`src/scl_regs.vh`:
```
`ifndef SCL_REGS_VH
`define SCL_REGS_VH

// ==========================================================================
// Timing figures, as printed, and cycle counts for four of them at the 125 MHz clock.
// ==========================================================================
`define SCL_CLK_PERIOD_NS     8
`define SCL_POR_LOW_MS        100
`define SCL_CF2CD_MAX_NS      800
`define SCL_CF2ST0_MAX_NS     800
`define SCL_STATUS_MIN_US     10
`define SCL_STATUS_MAX_US     40
`define SCL_CD2UM_MIN_US      6
`define SCL_CD2UM_MAX_US      20
`define SCL_USR_INIT_PERIODS  140
`define SCL_POR_CYCLES        ((`SCL_POR_LOW_MS * 1000000) / `SCL_CLK_PERIOD_NS)
`define SCL_CF2CD_CYCLES      (`SCL_CF2CD_MAX_NS / `SCL_CLK_PERIOD_NS)
`define SCL_STATUS_MIN_CYCLES ((`SCL_STATUS_MIN_US * 1000 + `SCL_CLK_PERIOD_NS - 1) / `SCL_CLK_PERIOD_NS)
`define SCL_CD2UM_MIN_CYCLES  ((`SCL_CD2UM_MIN_US * 1000 + `SCL_CLK_PERIOD_NS - 1) / `SCL_CLK_PERIOD_NS)

// ==========================================================================
// Load scheme selection and TAP instruction codes.
// ==========================================================================
`define SCL_SCHEME_PASSIVE    1'b0
`define SCL_SCHEME_ACTIVE     1'b1
`define SCL_IR_WIDTH          10
`define SCL_IR_PROGRAM        10'h002
`define SCL_IR_BYPASS         10'h3FF

`endif

```
`src/scl_sync.v`:
```
`timescale 1ns/1ps
// ==========================================================================
// Two-flop synchroniser for a bank of pin inputs.
// ==========================================================================
module scl_sync #(
	parameter WIDTH = 1,
	parameter RESET_VAL = 0
) (
	// Clock and reset
	input  wire             ref_clk,
	input  wire             reset,
	// Data
	input  wire [WIDTH-1:0] async_in,
	output wire [WIDTH-1:0] sync_out
);
	reg [WIDTH-1:0] meta_q;
	reg [WIDTH-1:0] sync_q;

	always @(posedge ref_clk or posedge reset) begin
		if (reset) begin
			meta_q <= RESET_VAL[WIDTH-1:0];
			sync_q <= RESET_VAL[WIDTH-1:0];
		end else begin
			meta_q <= async_in;
			sync_q <= meta_q;
		end
	end

	assign sync_out = sync_q;
endmodule // scl_sync

```
`src/scl_tap.v`:
```
`timescale 1ns/1ps
`include "scl_regs.vh"
// ==========================================================================
// Boundary-scan port on the sampled TCK edges.
// ==========================================================================
module scl_tap (
	// Clock and reset
	input  wire ref_clk,
	input  wire reset,
	// Sampled TCK edges and pins
	input  wire tck_rise,
	input  wire tck_fall,
	input  wire tms,
	input  wire tdi,
	// Test data out pin
	output wire tdo_o,
	output wire tdo_oe,
	// Load data path
	output reg  program_active,
	output wire prog_bit_valid,
	output wire prog_bit
);
	localparam ST_RESET = 16'h0001, ST_IDLE = 16'h0002, ST_SDR_SEL = 16'h0004, ST_CAP_DR = 16'h0008;
	localparam ST_SH_DR = 16'h0010, ST_EX1_DR = 16'h0020, ST_PA_DR = 16'h0040, ST_EX2_DR = 16'h0080;
	localparam ST_UP_DR = 16'h0100, ST_SIR_SEL = 16'h0200, ST_CAP_IR = 16'h0400, ST_SH_IR = 16'h0800;
	localparam ST_EX1_IR = 16'h1000, ST_PA_IR = 16'h2000, ST_EX2_IR = 16'h4000, ST_UP_IR = 16'h8000;

	reg [15:0]                  state_q, state_d;
	reg [`SCL_IR_WIDTH-1:0]     ir_shift_q, ir_q;
	reg                         bypass_q;
	reg                         tdo_q, tdo_oe_q;
	wire                        shift_ir = (state_q == ST_SH_IR);
	wire                        shift_dr = (state_q == ST_SH_DR);

	always @* begin
		case (state_q)
		ST_RESET:   state_d = tms ? ST_RESET   : ST_IDLE;
		ST_IDLE:    state_d = tms ? ST_SDR_SEL : ST_IDLE;
		ST_SDR_SEL: state_d = tms ? ST_SIR_SEL : ST_CAP_DR;
		ST_CAP_DR:  state_d = tms ? ST_EX1_DR  : ST_SH_DR;
		ST_SH_DR:   state_d = tms ? ST_EX1_DR  : ST_SH_DR;
		ST_EX1_DR:  state_d = tms ? ST_UP_DR   : ST_PA_DR;
		ST_PA_DR:   state_d = tms ? ST_EX2_DR  : ST_PA_DR;
		ST_EX2_DR:  state_d = tms ? ST_UP_DR   : ST_SH_DR;
		ST_UP_DR:   state_d = tms ? ST_SDR_SEL : ST_IDLE;
		ST_SIR_SEL: state_d = tms ? ST_RESET   : ST_CAP_IR;
		ST_CAP_IR:  state_d = tms ? ST_EX1_IR  : ST_SH_IR;
		ST_SH_IR:   state_d = tms ? ST_EX1_IR  : ST_SH_IR;
		ST_EX1_IR:  state_d = tms ? ST_UP_IR   : ST_PA_IR;
		ST_PA_IR:   state_d = tms ? ST_EX2_IR  : ST_PA_IR;
		ST_EX2_IR:  state_d = tms ? ST_UP_IR   : ST_SH_IR;
		ST_UP_IR:   state_d = tms ? ST_SDR_SEL : ST_IDLE;
		default:    state_d = ST_RESET;
		endcase
	end

	// No TRST pin: five TCK edges with TMS high reach reset.
	always @(posedge ref_clk or posedge reset) begin
		if (reset) begin
			state_q        <= ST_RESET;
			ir_shift_q     <= `SCL_IR_BYPASS;
			ir_q           <= `SCL_IR_BYPASS;
			bypass_q       <= 1'b0;
			program_active <= 1'b0;
		end else if (tck_rise) begin
			state_q <= state_d;
			if (state_q == ST_CAP_IR)
				ir_shift_q <= {{(`SCL_IR_WIDTH-2){1'b0}}, 2'b01};
			else if (shift_ir)
				ir_shift_q <= {tdi, ir_shift_q[`SCL_IR_WIDTH-1:1]};
			if (shift_dr)
				bypass_q <= tdi;
			if (state_q == ST_RESET) begin
				ir_q           <= `SCL_IR_BYPASS;
				program_active <= 1'b0;
			end else if (state_q == ST_UP_IR) begin
				ir_q           <= ir_shift_q;
				program_active <= (ir_shift_q == `SCL_IR_PROGRAM);
			end
		end
	end

	// TDO changes on falling TCK and floats outside the shift states.
	always @(posedge ref_clk or posedge reset) begin
		if (reset) begin
			tdo_q    <= 1'b0;
			tdo_oe_q <= 1'b0;
		end else if (tck_fall) begin
			tdo_oe_q <= shift_ir | shift_dr;
			tdo_q    <= shift_ir ? ir_shift_q[0] : bypass_q;
		end
	end

	assign tdo_o          = tdo_q;
	assign tdo_oe         = tdo_oe_q;
	assign prog_bit_valid = tck_rise & shift_dr & program_active;
	assign prog_bit       = tdi;
endmodule // scl_tap

```
`src/scl_loader.v`:
```
`timescale 1ns/1ps
`include "scl_regs.vh"
// ==========================================================================
// Serial configuration loader: passive serial, active serial, boundary scan.
// ==========================================================================
module scl_loader #(
	parameter        POR_CYCLES  = `SCL_POR_CYCLES,
	parameter [31:0] IMAGE_BITS  = 32'h0000_0100,
	parameter        USE_USR_CLK = 0,
	parameter [15:0] AS_DIV      = 16'h0004
) (
	// Clock and reset
	input  wire        ref_clk,
	input  wire        reset,
	// Scheme strap
	input  wire        scheme_sel,
	// Load request and status, open drain
	input  wire        load_request_n,
	input  wire        status_n_i,
	output wire        status_n_o,
	output wire        status_n_oe,
	// Load complete, open drain
	input  wire        load_done_i,
	output wire        load_done_o,
	output wire        load_done_oe,
	// Serial load clock and data
	input  wire        serial_load_clock_i,
	output wire        serial_load_clock_o,
	output wire        serial_load_clock_oe,
	input  wire        serial_data,
	// Optional initialization clock
	input  wire        user_supplied_init_clock,
	// Boundary-scan pins
	input  wire        tck,
	input  wire        tms,
	input  wire        tdi,
	output wire        tdo_o,
	output wire        tdo_oe,
	// Core side
	output reg         cfg_bit_valid,
	output reg         cfg_bit,
	output reg         cfg_decompress,
	input  wire        cfg_error,
	output wire        user_io_oe_allow,
	output wire        user_mode
);
	// ======================================================================
	// States.
	// ======================================================================
	localparam ST_POR   = 6'h01;
	localparam ST_RST   = 6'h02;
	localparam ST_WAIT  = 6'h04;
	localparam ST_LOAD  = 6'h08;
	localparam ST_INIT  = 6'h10;
	localparam ST_USER  = 6'h20;
	localparam [15:0] STATUS_MIN = `SCL_STATUS_MIN_CYCLES;
	localparam [15:0] CD2UM_MIN  = `SCL_CD2UM_MIN_CYCLES;
	localparam [15:0] USR_INIT   = `SCL_USR_INIT_PERIODS;

	// ======================================================================
	// Pin synchronisers.
	// ======================================================================
	// Serial data shares the clock's two-flop delay, so it still lines up with the found edge.
	wire [7:0] pins_s;
	scl_sync #(.WIDTH(8), .RESET_VAL(8'h03)) u_sync (
		.ref_clk  (ref_clk),
		.reset    (reset),
		.async_in ({serial_data, user_supplied_init_clock, tdi, tms, tck,
		            serial_load_clock_i, status_n_i, load_request_n}),
		.sync_out (pins_s)
	);
	wire req_n_s  = pins_s[0];
	wire stat_n_s = pins_s[1];
	wire sclk_s   = pins_s[2];
	wire tck_s    = pins_s[3];
	wire tms_s    = pins_s[4];
	wire tdi_s    = pins_s[5];
	wire usr_s    = pins_s[6];
	wire data_s   = pins_s[7];

	reg  sclk_prev_q, tck_prev_q, usr_prev_q, scheme_q;
	wire sclk_rise = sclk_s & ~sclk_prev_q;
	wire tck_rise  = tck_s & ~tck_prev_q;
	wire tck_fall  = ~tck_s & tck_prev_q;
	wire usr_rise  = usr_s & ~usr_prev_q;

	// ======================================================================
	// Boundary-scan port.
	// ======================================================================
	wire jtag_prog, jtag_bit_v, jtag_bit;
	scl_tap u_tap (
		.ref_clk        (ref_clk),
		.reset          (reset),
		.tck_rise       (tck_rise),
		.tck_fall       (tck_fall),
		.tms            (tms_s),
		.tdi            (tdi_s),
		.tdo_o          (tdo_o),
		.tdo_oe         (tdo_oe),
		.program_active (jtag_prog),
		.prog_bit_valid (jtag_bit_v),
		.prog_bit       (jtag_bit)
	);

	// ======================================================================
	// Main sequencer.
	// ======================================================================
	reg  [5:0]  state_q;
	reg  [31:0] por_cnt_q;
	reg  [15:0] tmr_q;
	reg  [31:0] bit_cnt_q;
	reg         jtag_load_q;
	reg         err_q;
	reg  [15:0] div_q;
	reg         as_clk_q;
	wire        as_mode   = (scheme_q == `SCL_SCHEME_ACTIVE);
	wire        as_rise   = as_mode && (div_q == AS_DIV) && !as_clk_q;
	wire        take_bit  = jtag_load_q ? jtag_bit_v : (as_mode ? as_rise : sclk_rise);
	wire        take_val  = jtag_load_q ? jtag_bit : data_s;
	wire        jtag_start = jtag_prog && !jtag_load_q;

	always @(posedge ref_clk or posedge reset) begin
		if (reset) begin
			state_q        <= ST_POR;
			por_cnt_q      <= 32'h0000_0000;
			tmr_q          <= 16'h0000;
			bit_cnt_q      <= 32'h0000_0000;
			jtag_load_q    <= 1'b0;
			err_q          <= 1'b0;
			sclk_prev_q    <= 1'b0;
			tck_prev_q     <= 1'b0;
			usr_prev_q     <= 1'b0;
			scheme_q       <= `SCL_SCHEME_PASSIVE;
			div_q          <= 16'h0000;
			as_clk_q       <= 1'b0;
			cfg_bit_valid  <= 1'b0;
			cfg_bit        <= 1'b0;
			cfg_decompress <= 1'b0;
		end else begin
			sclk_prev_q   <= sclk_s;
			tck_prev_q    <= tck_s;
			usr_prev_q    <= usr_s;
			cfg_bit_valid <= 1'b0;
			if (state_q == ST_POR || state_q == ST_RST)
				scheme_q <= scheme_sel;
			if (as_mode && state_q == ST_LOAD && !jtag_load_q) begin
				div_q <= (div_q == AS_DIV) ? 16'h0000 : div_q + 16'h0001;
				if (div_q == AS_DIV)
					as_clk_q <= ~as_clk_q;
			end else begin
				div_q    <= 16'h0000;
				as_clk_q <= 1'b0;
			end
			if (jtag_start) begin
				state_q     <= ST_LOAD;
				jtag_load_q <= 1'b1;
				bit_cnt_q   <= 32'h0000_0000;
				err_q       <= 1'b0;
			end else if (!req_n_s && state_q != ST_POR && !jtag_load_q) begin
				state_q <= ST_RST;
				tmr_q   <= 16'h0000;
				err_q   <= 1'b0;
			end else begin
				case (state_q)
				ST_POR: begin
					por_cnt_q <= por_cnt_q + 32'h0000_0001;
					if (por_cnt_q >= POR_CYCLES - 1)
						state_q <= ST_WAIT;
				end
				ST_RST: begin
					if (tmr_q < STATUS_MIN)
						tmr_q <= tmr_q + 16'h0001;
					else if (req_n_s)
						state_q <= ST_WAIT;
				end
				ST_WAIT: begin
					bit_cnt_q <= 32'h0000_0000;
					if (stat_n_s && !err_q)
						state_q <= ST_LOAD;
				end
				ST_LOAD: begin
					if (cfg_error && !jtag_load_q)
						err_q <= 1'b1;
					else if (!err_q && take_bit) begin
						cfg_bit_valid  <= 1'b1;
						cfg_bit        <= take_val;
						cfg_decompress <= !jtag_load_q;
						bit_cnt_q      <= bit_cnt_q + 32'h0000_0001;
						if (bit_cnt_q == IMAGE_BITS - 1) begin
							state_q <= ST_INIT;
							tmr_q   <= 16'h0000;
						end
					end
				end
				ST_INIT: begin
					if (USE_USR_CLK != 0) begin
						if (usr_rise)
							tmr_q <= tmr_q + 16'h0001;
						if (tmr_q >= USR_INIT)
							state_q <= ST_USER;
					end else begin
						tmr_q <= tmr_q + 16'h0001;
						if (tmr_q >= CD2UM_MIN)
							state_q <= ST_USER;
					end
				end
				ST_USER: begin
					jtag_load_q <= 1'b0;
				end
				default: state_q <= ST_POR;
				endcase
			end
		end
	end

	// ======================================================================
	// Pin drive. Open-drain lines only ever pull low.
	// ======================================================================
	// An error holds status low until the host pulses the request line or a scan load starts.
	assign status_n_o   = 1'b0;
	assign status_n_oe  = (state_q == ST_POR) || (state_q == ST_RST) || err_q;
	assign load_done_o  = 1'b0;
	assign load_done_oe = (state_q == ST_POR) || (state_q == ST_RST) ||
	                      (state_q == ST_WAIT) || (state_q == ST_LOAD);
	assign serial_load_clock_o  = as_clk_q;
	assign serial_load_clock_oe = as_mode && (state_q != ST_POR);
	assign user_io_oe_allow     = (state_q == ST_USER) && !jtag_prog && !jtag_load_q;
	assign user_mode            = (state_q == ST_USER);
endmodule // scl_loader

```
`config.mk`:
```
export PLATFORM = sky130hd
export DESIGN_NAME = scl_loader
export DESIGN_NICKNAME = d
export VERILOG_FILES = /design/src/scl_sync.v /design/src/scl_tap.v /design/src/scl_loader.v
export VERILOG_INCLUDE_DIRS = /design/src
export SDC_FILE = /design/constraint.sdc
export NUM_CORES = 1
export LEC_CHECK = 0
export ABC_AREA = 1
export BUFFER_PORTS_ARGS = -buffer_cell sky130_fd_sc_hd__buf_2
export CORE_ASPECT_RATIO = 1.1
export CORE_MARGIN = 2
export CORE_UTILIZATION = 55
export CTS_BUF_LIST = sky130_fd_sc_hd__clkbuf_8
export DETAILED_ROUTE_END_ITERATION = 7
export GPL_TIMING_DRIVEN = 0
export PLACE_DENSITY = 0.73
export SETUP_SLACK_MARGIN = 0.02
export SLEW_MARGIN = 20
export SYNTH_ARGS = -nofsm -noshare
export SYNTH_HDL_FRONTEND = slang
export SYNTH_SLANG_ARGS = --single-unit
```
`constraint.sdc`:
```
create_clock -name ref_clk -period 4.7 [get_ports ref_clk]
set_input_delay 0.705 -clock ref_clk [delete_from_list [all_inputs] [get_ports ref_clk]]
set_output_delay 0.705 -clock ref_clk [all_outputs]
set_load 0.02 [all_outputs]
```
Word level (Yosys, flattened, before mapping). Cells that the tools add are included.

RAM bits: 0. Memories kept: 0. Output and inout port bits: 13. Bits in latches: 0. Logic and storage cells: 186. Bits in read-only memories: 0. Flip-flop bits (word level): 157. Bits of input ports: 13.

Equality and inequality tests: 43. Bitwise logic cells: 13. Multiplexer cells: 59. Multipliers: 0. $add $sub $neg: 4. Reductions and logical operators: 42. Order comparisons: 3. Div/mod/pow operators: 0. Shift-type cells: 0.

Operators by type and width (number): 16-bit one-hot mux with 12 select lines (1); 16-bit two-way mux (9); 32-bit two-way mux (4); 6-bit two-way mux (11); 32-bit by 1-bit adder with 32-bit output (second input constant) (2); 32-bit one-hot mux with 2 select lines (1); 16-bit one-hot mux with 3 select lines (1); 6-bit one-hot mux with 6 select lines (1); 16-bit by 1-bit adder with 16-bit output (second input constant) (2); 16-bit by 3-bit equality test with 1-bit output (second input constant) (2); 32-bit by 8-bit equality test with 1-bit output (second input constant) (1); 32-bit by 24-bit greater-or-equal comparator with 1-bit output (second input constant) (1); 10-bit two-way mux (3); 4-bit != test (second input constant) (7); 1-bit two-way mux (20); 9-bit two-way mux (2); 3-bit != test (second input constant) (6); 16-bit by 1-bit equality test with 1-bit output (second input constant) (1); 16-bit by 10-bit equality test with 1-bit output (second input constant) (1); 16-bit by 11-bit equality test with 1-bit output (second input constant) (1); 16-bit by 12-bit equality test with 1-bit output (second input constant) (1); 16-bit by 13-bit equality test with 1-bit output (second input constant) (1); 16-bit by 14-bit equality test with 1-bit output (second input constant) (1); 16-bit by 15-bit equality test with 1-bit output (second input constant) (1); 45 further kinds (83).

Longest topological paths before layout.
Depth after elaboration: 11. Mapped depth: 16. Gate-level depth less buffers: 15.

By module. A second synthesis with hierarchy kept.

Cell total of the unflattened synthesis: 1198. Area, all modules: 9198.8 sq um.

By module, submodules not included: scl_loader (seq. area each 2778.9 sq um, times used 1, area an instance 6960.4 sq um, cells an instance 965); scl_tap (seq. area each 764.5 sq um, times used 1, area an instance 1829.3 sq um, cells an instance 216); scl_sync (seq. area each 405.4 sq um, times used 1, area an instance 409.1 sq um, cells an instance 17).

Worst setup path after synthesis. Ideal clock, no wire load.

Path type: reg2out. Start point: reg state_q[1]. End point: out user_io_oe_allow. Stages on the path, launching flop included: 6. Data required time: 3995 ps. Arrival: 1435 ps. Setup slack: 2560 ps. Path buffers: 0. Cell sequence: dfrtp_1 -> nor2_2 -> nand2_1 -> nor2_1 -> nand2_1 -> nor4_1.

Longest elaborated chain between the ends: 3.

RTL lines: from (decl) (RTL line scl_loader.v:108) `reg [5:0] state_q;`; from (signal assigned) (RTL line scl_loader.v:124) `state_q <= ST_POR;`; from (signal assigned) (RTL line scl_loader.v:155) `state_q <= ST_LOAD;`; from (signal assigned) (RTL line scl_loader.v:160) `state_q <= ST_RST;`; 6-bit equality test (RTL line scl_loader.v:227) `assign user_io_oe_allow = (state_q == ST_USER) && !jtag_prog && !jtag_load_q;`; 1-bit logical AND (2 in a row) (RTL line scl_loader.v:227); to (decl) (RTL line scl_loader.v:44) `output wire user_io_oe_allow,`.

No other way between the ends.

Worst setup path after layout.
Start point: reg state_q[1]. End point: out user_mode.

Longest elaborated chain between the ends: 1.

RTL lines: 6-bit equality test (RTL line scl_loader.v:228) `assign user_mode = (state_q == ST_USER);`; to (decl) (RTL line scl_loader.v:45) `output wire user_mode`.

No other way between the ends.

==> metrics.csv <==
stage;metric;value;unit
logic_synthesis;post-synthesis simple-gate area fraction;0.349;
global_routing;largest net degree at the start of global routing;30;
die;die boundary height;137;um
sta;final worst slack;1940;ps
logic_synthesis;Yosys cell types;49;
die;io pins;26;
setup_path;Crit path required time;3990;ps
place;Placed Cells incl. Taps;1395;
layout;most frequent cells in the layout;nand2_1, nor2_1, dfrtp_1;
setup_path;CP peak stage delay;410;ps
clock_network;Skew-Pair Late Insertion Delay;460;ps
place;port buffer count;21;
logic_synthesis;Synth area leaders;dfrtp_1, nand2_1, nor2_1, inv_1, dfstp_2;
logic_synthesis;Synth Flop Type;dfrtp_1;
place;pre-CTS setup slack;2490;ps
logic_synthesis;Mapped Avg Cell Area;7.54;sq um
clock_network;post-CTS sizing;0;
drt;vias per cell;5.38;
worst_hold_path;Hold/Removal Path Class;input pin to async pin;
sta;Final Max Slew Viols;0;
drt;via count;7675;
layout;most common cell after layout, fill and taps aside;nand2_1;
logic_synthesis;number of synthesized flops with an enable pin;0;
flow_run;max-cap violations;0;
sta;final hold slack;240;ps
drt;remaining antenna violation count;0;
drt;# DRC;0;
logic_synthesis;synth warn;0;
sta;Least-Margin Pin Slew;567;ps
setup_path;Critical Path End Type;primary output;
sta;Max-slew headroom;0.618;
setup_path;crit-path cells;nor2_2, nand2_1, nor2_1, nand2_1, nor2_1, buf_2;
logic_synthesis;Compound-Gate Fraction of Synth Area;0.0642;
sta;RSZ-0062 raised after global routing;false;
die;Die X;125;um
sta;maximum clock frequency;0.363;GHz
sta;Period Utilization, post-route;0.587;
logic_synthesis;sequential-to-total area share from yosys stat;0.443;
setup_path;cell with the largest stage delay on the worst path;dfrtp_1;
setup_path;critical path type;flip-flop to primary output;
clock_network;hold buffers post-CTS;0;
clock_network;Worst-path clk slew;90;ps
setup_path;startpoint class of the critical path;flip-flop;
sta;Setup Viol. Count Final;0;
die;die area;0.0170;sq mm
clock_network;postcts setup bufs;0;
logic_synthesis;asr flop ratio synth;1.00;
logic_synthesis;Post-Syn Instances;1167;
logic_synthesis;largest family of logic cells by synthesized area;simple AND/OR/NAND/NOR gates;
sta;Worst Skew;20.1;ps
drt;drt wl/cell;13.9;um
logic_synthesis;register bit count reported by yosys;155;
layout;Layout area overhead;10.4;%
power_and_ir_drop;Power per Cell Area;333;mW/mm^2
sta;Final Hold Fails;0;
logic_synthesis;post-synthesis mux area share;0.00242;
global_routing;vias in the first global route;7147;
power_and_ir_drop;total power;0.00323;W
logic_synthesis;post-synthesis adder-cell area fraction;0.00711;
power_and_ir_drop;Leak;4.52;nW
drt;drt first pass iters;5;
drt;final wirelength;19800;um
die;initial core utilization;0.561;
setup_path;crit-path max FO;4;
layout;layout cells sized above 1;0.109;
place;DP HPWL;15000;um
sta;min Tclk post-route;2760;ps
die;CORE AREA;0.0157;sq mm
layout;Non-Filler Instances;1427;
global_routing;global-route wire length before repair;33800;um
global_routing;antenna violations before repair;0;
die;row count;48;
logic_synthesis;area of the mapped netlist;0.00879;sq mm
global_routing;global route total overflow;0;
layout;fillers;1442;
power_and_ir_drop;Worst IR Drop VDD;203;uV
sta;setup TNS;0;ps
setup_path;crit path DAT;2050;ps
global_routing;GRT Overall Usage;0.243;
place;Placer Congestion;0.970;
logic_synthesis;area leader, netlist;dfrtp_1;
clock_network;Root Buffer;clkbuf_8;
layout;layout net count;1232;
clock_network;CTS Buf Count;17;
clock_network;clock tree buffer depth;2;
drt;DRT iter0 DRCs;610;
logic_synthesis;top-area cell type share of the netlist area;0.396;
layout;n_diodes;0;
clock_network;CTS tree;done;
clock_network;H-tree level count;4;
setup_path;r2r worst-path depth;13;
clock_network;clk sinks;155;
logic_synthesis;XOR/XNOR Fraction of Synth Area;0.0538;
status;outcome;complete, no violations;
==> Yosys cell counts, drive strengths merged, types with 2 or more instances <==
cell	count
nand3	80
nor4	14
xor2	38
nor2	170
a21oi	29
ha	5
a211oi	3
dfrtp	139
o21a	2
a31oi	4
or2	3
nor3b	3
dfstp	16
clkbuf	6
nor3	60
xnor2	16
nand3b	4
nand4	34
inv	140
o22ai	9
o21ai	52
nand2	308
buf	21
==> worst paths after layout <==
kind,start,endpoint,slack (ps)
worst max register to register,bit_cnt_q[1]$_DFFE_PP0P_,tmr_q[15]$_DFFE_PP0P_,2520
min in group ref_clk,status_n_i,u_sync.meta_q[1]$_DFF_PP1_,340
worst min-delay path,reset,u_sync.meta_q[5]$_DFF_PP0_,240
worst min register to register,u_sync.meta_q[4]$_DFF_PP0_,u_sync.sync_out[4]$_DFF_PP0_,350
max in group asynchronous,reset,div_q[11]$_DFF_PP0_,3370
worst max-delay path,state_q[1]$_DFFE_PP0P_,user_mode,1940
==> critical path: cells and delay by family (launching register included) <==
family,cells,cell delay [ps]
flops,1,410
simple gates,5,920
buf+inv,1,260
==> per-layer routing <==
layer  track usage  part of all wire  up-vias
met5             0                 0        -
met4        0.0843             0.022        0
met3        0.0375             0.048       33
met2         0.399              0.47      197
met1         0.332              0.46     3575
li1              -                 -     3870
==> through the flow <==
step,util,cell area [sq um]
finish,0.619,9700
global route,0.619,9700
CTS,0.619,9700
detailed placement,0.593,9300
global placement,0.584,9160
floorplan,-,8800
==> final cells by class <==
class,count,area [sq um],area share
well taps,200,250,0.0258
plain buffers,27,171,0.0177
repair buffers,27,248,0.0255
clock inverters,13,144,0.0148
inverters,141,533,0.0549
clock buffers,19,262,0.0269
multi-input cells,845,4200,0.433
flip-flops and latches,155,3900,0.402
==> cells by family (layout without fill, tap and decap cells) <==
family                     count (synthesis)  in the layout
AOI/OAI and AO/OA                        104            104
xor gates and xnor gates                  54             54
adders and majority gates                  5              5
buffers and inverters                    168            227
DFF                                      155            155
muxes                                      2              2
other                                      1              2
and+or+nand+nor                          678            678
==> sequential cells by signal, indices dropped and copies added (netlist names), 6 cells and up <==
signal / cells
u_tap.state_q: 16
div_q: 16
state_q: 6
u_sync.meta_q: 7
tmr_q: 16
bit_cnt_q: 32
u_tap.ir_shift_q: 10
u_sync.sync_out: 7
por_cnt_q: 32
==> power by group <==
group	total [W]	internal, W	switching, W
clock	0.00102	0.000504	0.000521
sequential	0.00149	0.00142	0.0000738
combinational	0.000716	0.000237	0.000479
total	0.00323	0.00216	0.00107
No activity file was read; power rests on OpenSTA's default activity.
